File: src/hdl/ifc_defs.svh
`ifndef IFC_DEFS_SVH
`define IFC_DEFS_SVH

// Clock period and the 1 kHz time base that paces the gate.
`define IFC_CLK_NS        10
`define IFC_TIMEBASE_NS   1000000
`define IFC_TICK_CYCLES   (`IFC_TIMEBASE_NS / `IFC_CLK_NS)

// Counter width and the stability count of the noise canceller.
`define IFC_COUNT_W       20
`define IFC_NC_CYCLES     4'h8

// Source select codes.
`define IFC_SRC_AMP       2'h0
`define IFC_SRC_PORT      2'h1
`define IFC_SRC_PRESC     2'h2

// Gate lengths in 1 kHz periods for each gate select code.
`define IFC_GATE_0        5'h01
`define IFC_GATE_1        5'h04
`define IFC_GATE_2        5'h08
`define IFC_GATE_3        5'h10

// Reset values.
`define IFC_RST_COUNT     20'h00000

`endif

File: src/hdl/ifc_pkg.sv
package ifc_pkg;

    // Measurement sequencer states.
    typedef enum logic [1:0] {
        ST_IDLE,
        ST_WAIT,
        ST_COUNT
    } ifc_state_t;

endpackage

File: src/hdl/if_frequency_counter.sv
`timescale 1ns/10ps
`include "ifc_defs.svh"

// What this block does
// - Twenty-bit counter of source pulses during gate
// - Port source takes CMOS input, no amplifier
// - Amplifier off when PLL is off
// - High-band prescaler source divided by sixteen
// - Low-band prescaler source counted undivided
// - Enable bit starts amplifier and counter
// - Noise canceller narrows range when selected
// - Auto mode counts gate time then stops
// - Busy flag high during a measurement
// - Overflow set at two-to-twenty pulses
// - Manual mode: run starts, clearing run latches
// - Counter advances on rising input edges
// - Control state survives PLL supply off
// - Gate opens on next 1 kHz tick
module if_frequency_counter
    import ifc_pkg::*;
#(
    parameter int TICK_CYCLES = `IFC_TICK_CYCLES
)
(
    // Clock and reset.
    input  wire logic                    ref_clk,
    input  wire logic                    rst,
    // Control bits from software.
    input  wire logic                    count_run_bit,
    input  wire logic                    manual_mode,
    input  wire logic [1:0]              gate_sel,
    input  wire logic [1:0]              src_sel,
    input  wire logic                    ifreq_enable,
    input  wire logic                    noise_cancel,
    // Tuner side.
    input  wire logic                    pll_off,
    input  wire logic                    high_band_pll_mode,
    input  wire logic                    intermediate_freq_pin,
    input  wire logic                    port_in,
    input  wire logic                    local_osc_pin,
    // Status and result.
    output logic                         ifreq_amp_on,
    output logic                         busy,
    output logic                         overflow,
    output logic [`IFC_COUNT_W-1:0]      count_result_bits
);

    initial
    begin
        if (TICK_CYCLES < 2 || TICK_CYCLES > 131071)
            $error("TICK_CYCLES out of range for the time base divider.");
    end

    // Gate length in 1 kHz periods for a gate select code.
    function automatic logic [4:0] gate_len(input logic [1:0] code);
        logic [4:0] len;
        len = `IFC_GATE_0;
        case (code)
            2'h1: len = `IFC_GATE_1;
            2'h2: len = `IFC_GATE_2;
            2'h3: len = `IFC_GATE_3;
            default: len = `IFC_GATE_0;
        endcase
        return len;
    endfunction

    typedef struct packed {
        ifc_state_t              st;
        logic [16:0]             tick_cnt;
        logic [4:0]              gate_left;
        logic [`IFC_COUNT_W-1:0] count;
        logic                    over;
        logic [`IFC_COUNT_W-1:0] result;
        logic                    run_d;
        logic                    osc_d;
        logic [3:0]              presc;
        logic                    filt;
        logic [3:0]              filt_cnt;
        logic                    src_d;
        logic                    amp_on;
    } ifc_regs_t;

    ifc_regs_t s_r;
    ifc_regs_t s_nxt;

    logic tick;
    logic raw_src;
    logic pulse;
    logic start;

    // Source mux, edge detect and tick decode are shared by the sequencer and the checks.
    always_comb
    begin
        tick = (s_r.tick_cnt == 17'(TICK_CYCLES - 1));
        if (src_sel == `IFC_SRC_PORT)
            raw_src = port_in;
        else if (src_sel == `IFC_SRC_PRESC)
            raw_src = high_band_pll_mode ? s_r.presc[3]
                                         : local_osc_pin;
        else
            raw_src = intermediate_freq_pin & s_r.amp_on;
        pulse = s_r.filt & ~s_r.src_d;
        start = count_run_bit & ~s_r.run_d & ifreq_enable;
    end

    // Next state of the whole block.
    always_comb
    begin
        s_nxt = s_r;
        s_nxt.run_d = count_run_bit;
        s_nxt.osc_d = local_osc_pin;
        s_nxt.src_d = s_r.filt;
        // The amplifier only runs when selected, enabled and the PLL is powered.
        // Code 3 is treated as the amplified input, so it must power the amplifier too.
        s_nxt.amp_on = ifreq_enable & ~pll_off
                     & (src_sel != `IFC_SRC_PORT) & (src_sel != `IFC_SRC_PRESC);
        s_nxt.tick_cnt = tick ? 17'h00000 : s_r.tick_cnt + 17'h00001;
        // Prescaler MSB toggles every eight oscillator edges, one rise per sixteen.
        if (local_osc_pin & ~s_r.osc_d)
            s_nxt.presc = s_r.presc + 4'h1;
        // With the canceller on, a level must hold for a run of cycles; this
        // rejects short glitches but caps the usable rate well below the plain path.
        if (!noise_cancel)
        begin
            s_nxt.filt = raw_src;
            s_nxt.filt_cnt = 4'h0;
        end
        else if (raw_src == s_r.filt)
            s_nxt.filt_cnt = 4'h0;
        else if (s_r.filt_cnt == `IFC_NC_CYCLES - 4'h1)
        begin
            s_nxt.filt = raw_src;
            s_nxt.filt_cnt = 4'h0;
        end
        else
            s_nxt.filt_cnt = s_r.filt_cnt + 4'h1;
        // Sequencer; pll_off does not touch it so control state is kept.
        case (s_r.st)
            ST_IDLE:
            begin
                if (start)
                begin
                    s_nxt.st = ST_WAIT;
                    s_nxt.count = `IFC_RST_COUNT;
                    s_nxt.over = 1'b0;
                    s_nxt.gate_left = gate_len(gate_sel);
                end
            end
            ST_WAIT:
            begin
                if (manual_mode && !count_run_bit)
                begin
                    s_nxt.st = ST_IDLE;
                    s_nxt.result = s_r.count;
                end
                else if (tick)
                    s_nxt.st = ST_COUNT;
            end
            ST_COUNT:
            begin
                if (pulse)
                begin
                    s_nxt.count = s_r.count + 20'h00001;
                    if (&s_r.count)
                        s_nxt.over = 1'b1;
                end
                if (manual_mode)
                begin
                    if (!count_run_bit)
                    begin
                        s_nxt.st = ST_IDLE;
                        s_nxt.result = s_r.count;
                    end
                end
                else if (tick)
                begin
                    if (s_r.gate_left == 5'h01)
                    begin
                        s_nxt.st = ST_IDLE;
                        s_nxt.result = s_r.count;
                    end
                    else
                        s_nxt.gate_left = s_r.gate_left - 5'h01;
                end
            end
            default:
                s_nxt.st = ST_IDLE;
        endcase
    end

    // State register.
    always_ff @(posedge ref_clk)
    begin
        if (rst)
        begin
            s_r <= '0;
            s_r.st <= ST_IDLE;
        end
        else
            s_r <= s_nxt;
    end

    // Outputs come straight from the state register.
    assign busy = (s_r.st != ST_IDLE);
    assign overflow = s_r.over;
    assign count_result_bits = s_r.result;
    assign ifreq_amp_on = s_r.amp_on;
endmodule

File: config.mk
export PLATFORM = sky130hd
export DESIGN_NAME = if_frequency_counter
export DESIGN_NICKNAME = d
export VERILOG_FILES = /design/src/hdl/ifc_pkg.sv /design/src/hdl/if_frequency_counter.sv
export VERILOG_INCLUDE_DIRS = /design/src /design/src/hdl
export SDC_FILE = /design/constraint.sdc
export NUM_CORES = 1
export LEC_CHECK = 0
export BUFFER_PORTS_ARGS = -buffer_cell sky130_fd_sc_hd__buf_2
export CAP_MARGIN = 20
export CORE_UTILIZATION = 53
export CTS_CLUSTER_DIAMETER = 200
export DETAILED_ROUTE_END_ITERATION = 6
export MAX_ROUTING_LAYER = met4
export PLACE_DENSITY_LB_ADDON = 0.12
export RECOVER_POWER = 50
export SYNTH_ARGS = -nofsm -noshare
export SYNTH_HDL_FRONTEND = slang
export SYNTH_SLANG_ARGS = --single-unit
File: constraint.sdc
create_clock -name ref_clk -period 1.79 [get_ports ref_clk]
set_input_delay 0.4475 -clock ref_clk [delete_from_list [all_inputs] [get_ports ref_clk]]
set_output_delay 0.4475 -clock ref_clk [all_outputs]
set_load 0.02 [all_outputs]
Yosys cells after proc, flatten, opt, wreduce, memory -nomap -nowiden
Cells that the tools add are included.
{ "word_totals": {"out_inout_bits": 23, "inputBits": 15, "regBits": 78, "word_cells": 102} }
{ "classes": {"muxes": 30, "add_sub_neg": 5, "eq_ne": 26, "n_reduce_logical": 15, "bitwise_logic": 13} }
{ "ops": {"columns": ["cell", "count"], "rows": [
  ["$mux W20", 5],
  ["$pmux W26 S2", 1],
  ["$pmux W20 S2", 1],
  ["$mux W26", 1],
  ["$mux W21", 1],
  ["$add A20 B1 Y20 const B", 1],
  ["$mux W5", 4],
  ["$reduce_and A20 Y1", 1],
  ["$ne A2 B2 Y1 const B", 9],
  ["$add A17 B1 Y17 const B", 1],
  ["$eq A17 B17 Y1 const B", 1],
  ["$pmux W5 S3", 1],
  ["$reduce_and A5 Y1", 3],
  ["$mux W2", 7],
  ["$ne A3 B3 Y1 const B", 4],
  ["$add A4 B1 Y4 const B", 2],
  ["$and A1 B1 Y1", 8],
  ["$eq A2 B2 Y1 const B", 4],
  ["$mux W4", 2],
  ["$eq A2 B1 Y1 const B", 3],
  ["$mux W1", 6],
  ["$pmux W2 S3", 1],
  ["$reduce_bool A2 Y1", 3],
  ["$eq A5 B1 Y1 const B", 1],
  ["13 further kinds", 18]
]} }

Logic depth before layout (Yosys ltp)
{ "depth": {"ltp_word": 6, "mapped_depth": 8, "mapped_depth_nobuf": 6} }

Worst setup path after synthesis
OpenSTA, ideal clock, no wires.
{ "synth_path": {"path_type": "register -> register", "startpoint": "register s_r[55] in the netlist's numbering", "endpoint": "register s_r[56] in the netlist's numbering", "setup_time_ns": 0.121, "synth_period_minus_slack_ns": 1.828, "required_time_ns": 1.669, "arrival_time_ns": 1.707, "n_path_buf": 0, "stages_incl_launch_ff": 7, "setup_slack_ns": -0.038, "cell_sequence": "dfxtp_1 -> inv_1 -> ha_1 -> or4b_1 -> or2_2 -> o211ai_2 -> mux2_2"} }
{ "synth_between": {"elab_chain_len": 5, "elab_cells_between_ends": 8, "cone_classes": "add/sub: 1; eq/ne: 2; mux: 4; reduce/logical: 1"} }
{ "synth_lines": {"columns": ["element", "line", "rtl"], "rows": [
  ["start, declared", "if_frequency_counter.sv:83", "ifc_regs_t s_r;"],
  ["start signal, assigned", "if_frequency_counter.sv:200", "s_r <= s_nxt;"],
  ["$sub A5 B1 Y5", "if_frequency_counter.sv:183", "s_nxt.gate_left = s_r.gate_left - 5'h01;"],
  ["$mux W5", "if_frequency_counter.sv:177", "if (s_r.gate_left == 5'h01)"],
  ["$mux W5", "if_frequency_counter.sv:175", "else if (tick)"],
  ["$mux W5", "if_frequency_counter.sv:167", "if (manual_mode)"],
  ["$pmux W26 S2", "if_frequency_counter.sv:138", "case (s_r.st)"]
]} }
Several ways; a longest one is shown, not always the timed one. The select of a mux whose other input is x is not followed.
A chain may end at the register's enable or synchronous reset.

Worst setup path after layout
{ "layout_path": {"startpoint": "register s_r[55] in the netlist's numbering", "endpoint": "register s_r[57] in the netlist's numbering"} }
Same word-level chain as after synthesis.

==> metrics.md <==
| Metric | Value |
|---|---|
| Final Cell Area | `0.00461 mm^2` |
| ANT nets after route | `0` |
| Cell Area, Synth | `0.00384 mm^2` |
| Final hold vios | `0` |
| Ys async rst share | `0%` |
| Placer Congestion | `0.897` |
| RSZ-0062 raised after global routing | `true` |
| Number of antenna violations at the first check in global routing | `0` |
| Multi-input gate area in the final layout | `0.00211 mm^2` |
| Via count | `3277` |
| Top Ports | `38` |
| Status | `complete, but fails checks` |
| Final min period | `1.81 ns` |
| Clock Latency Late Sink | `0.35 ns` |
| Failing checks | `negative setup slack` |
| Max-Cap Viols | `0` |
| Final setup vio count | `2` |
| Syn Inst Count | `436` |
| Worst Setup End Kind | `flip-flop` |
| CP startpoint kind | `flip-flop` |
| HPWL after DPL | `5540 um` |
| Setup ws final | `-0.0223 ns` |
| Avg WL per Cell | `14.0 um` |
| Final nets | `515` |
| First-pass GRT wire length | `13400 um` |
| DR pass1 iterations | `4` |
| Post-Layout Cell Count | `595` |
| Slew Viols, Final | `0` |
| Overflow after GRT | `0` |
| CTS clk-pin slew, worst paths | `0.08 ns` |
| Final WL | `8320 um` |
| PwrDens | `738 mW/mm^2` |
| Row count | `30` |
| Fillers | `627` |
| Library cells used by synthesis | `57` |
| Core area | `0.00691 mm^2` |
| CP arrival | `2.04 ns` |
| Synth area leaders | `dfxtp_1, mux2i_1, nand2_1` |
| Flops & latches, synth | `78` |
| Top cells by count, synth | `dfxtp_1, nand2_1, nor2_1` |
| Antenna cells | `0` |
| Hold path start | `pll_off` |
| Max Clock Freq | `552 MHz` |
| Placed cells | `572` |
| Share of layout cells above drive strength 1 | `21.4%` |
| Period utilization | `101%` |
| Total GRT Usage | `23.0%` |
| Critical R2R Launch | `s_r[55]` |
| Leak | `1.78 nW` |
| Vias in the first global route | `3108` |
| Largest area contributor in the netlist | `dfxtp_1` |
| Peak VDD IR | `521 uV` |
| Synth Warn # | `0` |
| Root Buffer | `clkbuf_8` |
| Crit Path Category | `reg -> reg` |
| DRT iter0 DRCs | `119` |
| Fin Setup TNS | `-0.0317 ns` |
| Placed cell area | `0.00427 mm^2` |
| Max Fanout on Critical Path | `3` |
| Worst hold path type | `in -> reg` |
| Cell with the most instances after synthesis | `dfxtp_1` |
| Syn avg cell area | `8.81 um^2` |
| Clock buffer count from CTS | `9` |
| Starting Density | `55.6%` |
| CTS sink cnt | `78` |
| Area grow syn2layout | `20.1%` |
| Drc violations | `0` |
| Die footprint | `0.00759 mm^2` |
| I/O Buffers | `37` |
| Rel. slew slack | `60.9%` |
| CTS H-tree depth | `3` |
| Largest net degree at the start of global routing | `26` |
| Yosys top cell area share | `40.7%` |
| Slew @ Worst Pin | `0.586 ns` |
| Hold Buf Count CTS | `0` |
| Critical Path Source | `s_r[55]` |
| Die H | `87.1 um` |
| Clk_skew | `0.0112 ns` |
| Most used DFF post-synth | `dfxtp_1` |
| Syn nets | `457` |
| FF+latch area | `0.00157 mm^2` |
| TritonCTS clock tree | `done` |
| Seq/Total Area, Yosys | `40.7%` |
| Die Span X | `87.1 um` |
| Via density per instance | `5.51` |
| Max Buffers Root-to-Sink | `2` |
| Required time of the critical path | `2.02 ns` |
| Hold slack final | `0.262 ns` |
| Number of synthesized flops with an enable pin | `0` |
state kept, by name, indices dropped and copies added, names as in the netlist:
register and flops:
overflow 1, s_r 55, ifreq_amp_on 1, count_result_bits 20
s_nxt 1
repair_timing:
item / in CTS / in global routing
endpoints found under the setup margin: 13 / 54
gates cloned: 0 / 1
buffers inserted: 3 / 3
gates resized for setup: 9 / 20
pin swaps: 1 / 4
worst paths after layout:
path                                              end  slack [ns]  cells after the start
worst min-delay path                     ifreq_amp_on        0.26                      2
worst max register to register                s_r[57]       -0.02                      6
worst max-delay path                          s_r[57]       -0.02                      6
worst min register to register  count_result_bits[15]        0.46                      2
area by class of cell:
cell class / count / area share [%]
tap: 96 / 2.60
inverter: 12 / 0.976
timing repair buffer: 87 / 12.1
multi-input combinational: 306 / 45.7
sequential: 78 / 34.0
clock buffer: 10 / 2.77
clock inverter: 6 / 1.87
cells by family after synthesis:
logic type      share of synthesized area [%]
fa+ha+maj                                1.95
mux                                      6.61
xor+xnor                                 5.02
simple gates                             26.2
compound gates                           12.0
flops                                    40.7
buf+inv                                  7.65
cell usage in the layout (no fill, tap or decap), types with 4 or more instances in the layout:
master / netlist / final
nand3_1: 15 / 15
o31ai_1: 13 / 13
clkbuf_8: 0 / 9
and3_1: 7 / 7
dfxtp_2: 0 / 4
a211oi_1: 5 / 5
or4_1: 13 / 13
nand2_1: 57 / 57
o21ai_0: 7 / 8
nor2b_1: 8 / 8
nand3b_1: 4 / 4
xor2_1: 13 / 13
nand4_1: 10 / 10
clkbuf_1: 10 / 26
a21oi_1: 24 / 24
nor2_1: 29 / 28
or3_1: 5 / 5
buf_2: 9 / 14
xnor2_1: 9 / 9
and4_1: 6 / 5
mux2i_1: 22 / 22
buf_4: 20 / 43
dfxtp_1: 78 / 73
nor4_1: 4 / 4
inv_1: 11 / 10
through the flow:
step | setup WS, ns | power (W) | utilization (%)
detailed placement | -0.149 | 0.00201 | 61.8
CTS | -0.00217 | 0.00344 | 65.8
finish | -0.0223 | 0.00340 | 66.8
floorplan | 0.00802 | 0.00193 | -
global placement | -0.0639 | 0.00200 | 61.8
global route | -0.0571 | 0.00354 | 66.8
per-layer routing:
metal / share of wire (%) / GRT usage [%] / wire (um) / up-vias
li1: - / - / - / 1652
met3: 3.5 / 6.73 / 287 / 14
met1: 45 / 26.0 / 3730 / 1569
met2: 50 / 39.7 / 4150 / 42
met4: 1.7 / 6.26 / 145 / 0
met5: 0 / - / 0 / -
where the power goes:
group          internal [W]  switching (W)  leakage (nW)
registers           0.00175      0.0000197         0.633
logic             0.0000972       0.000115          1.04
clock network      0.000783       0.000636         0.106
worst max-delay path, cell delays in order, from the launching register on:
cell      delay [ns]
dfxtp_2         0.33
inv_2           0.07
ha_4            0.12
or4b_4          0.47
or2_4           0.27
o211ai_4        0.12
mux2_4          0.33
No activity file was read; power rests on OpenSTA's default activity.
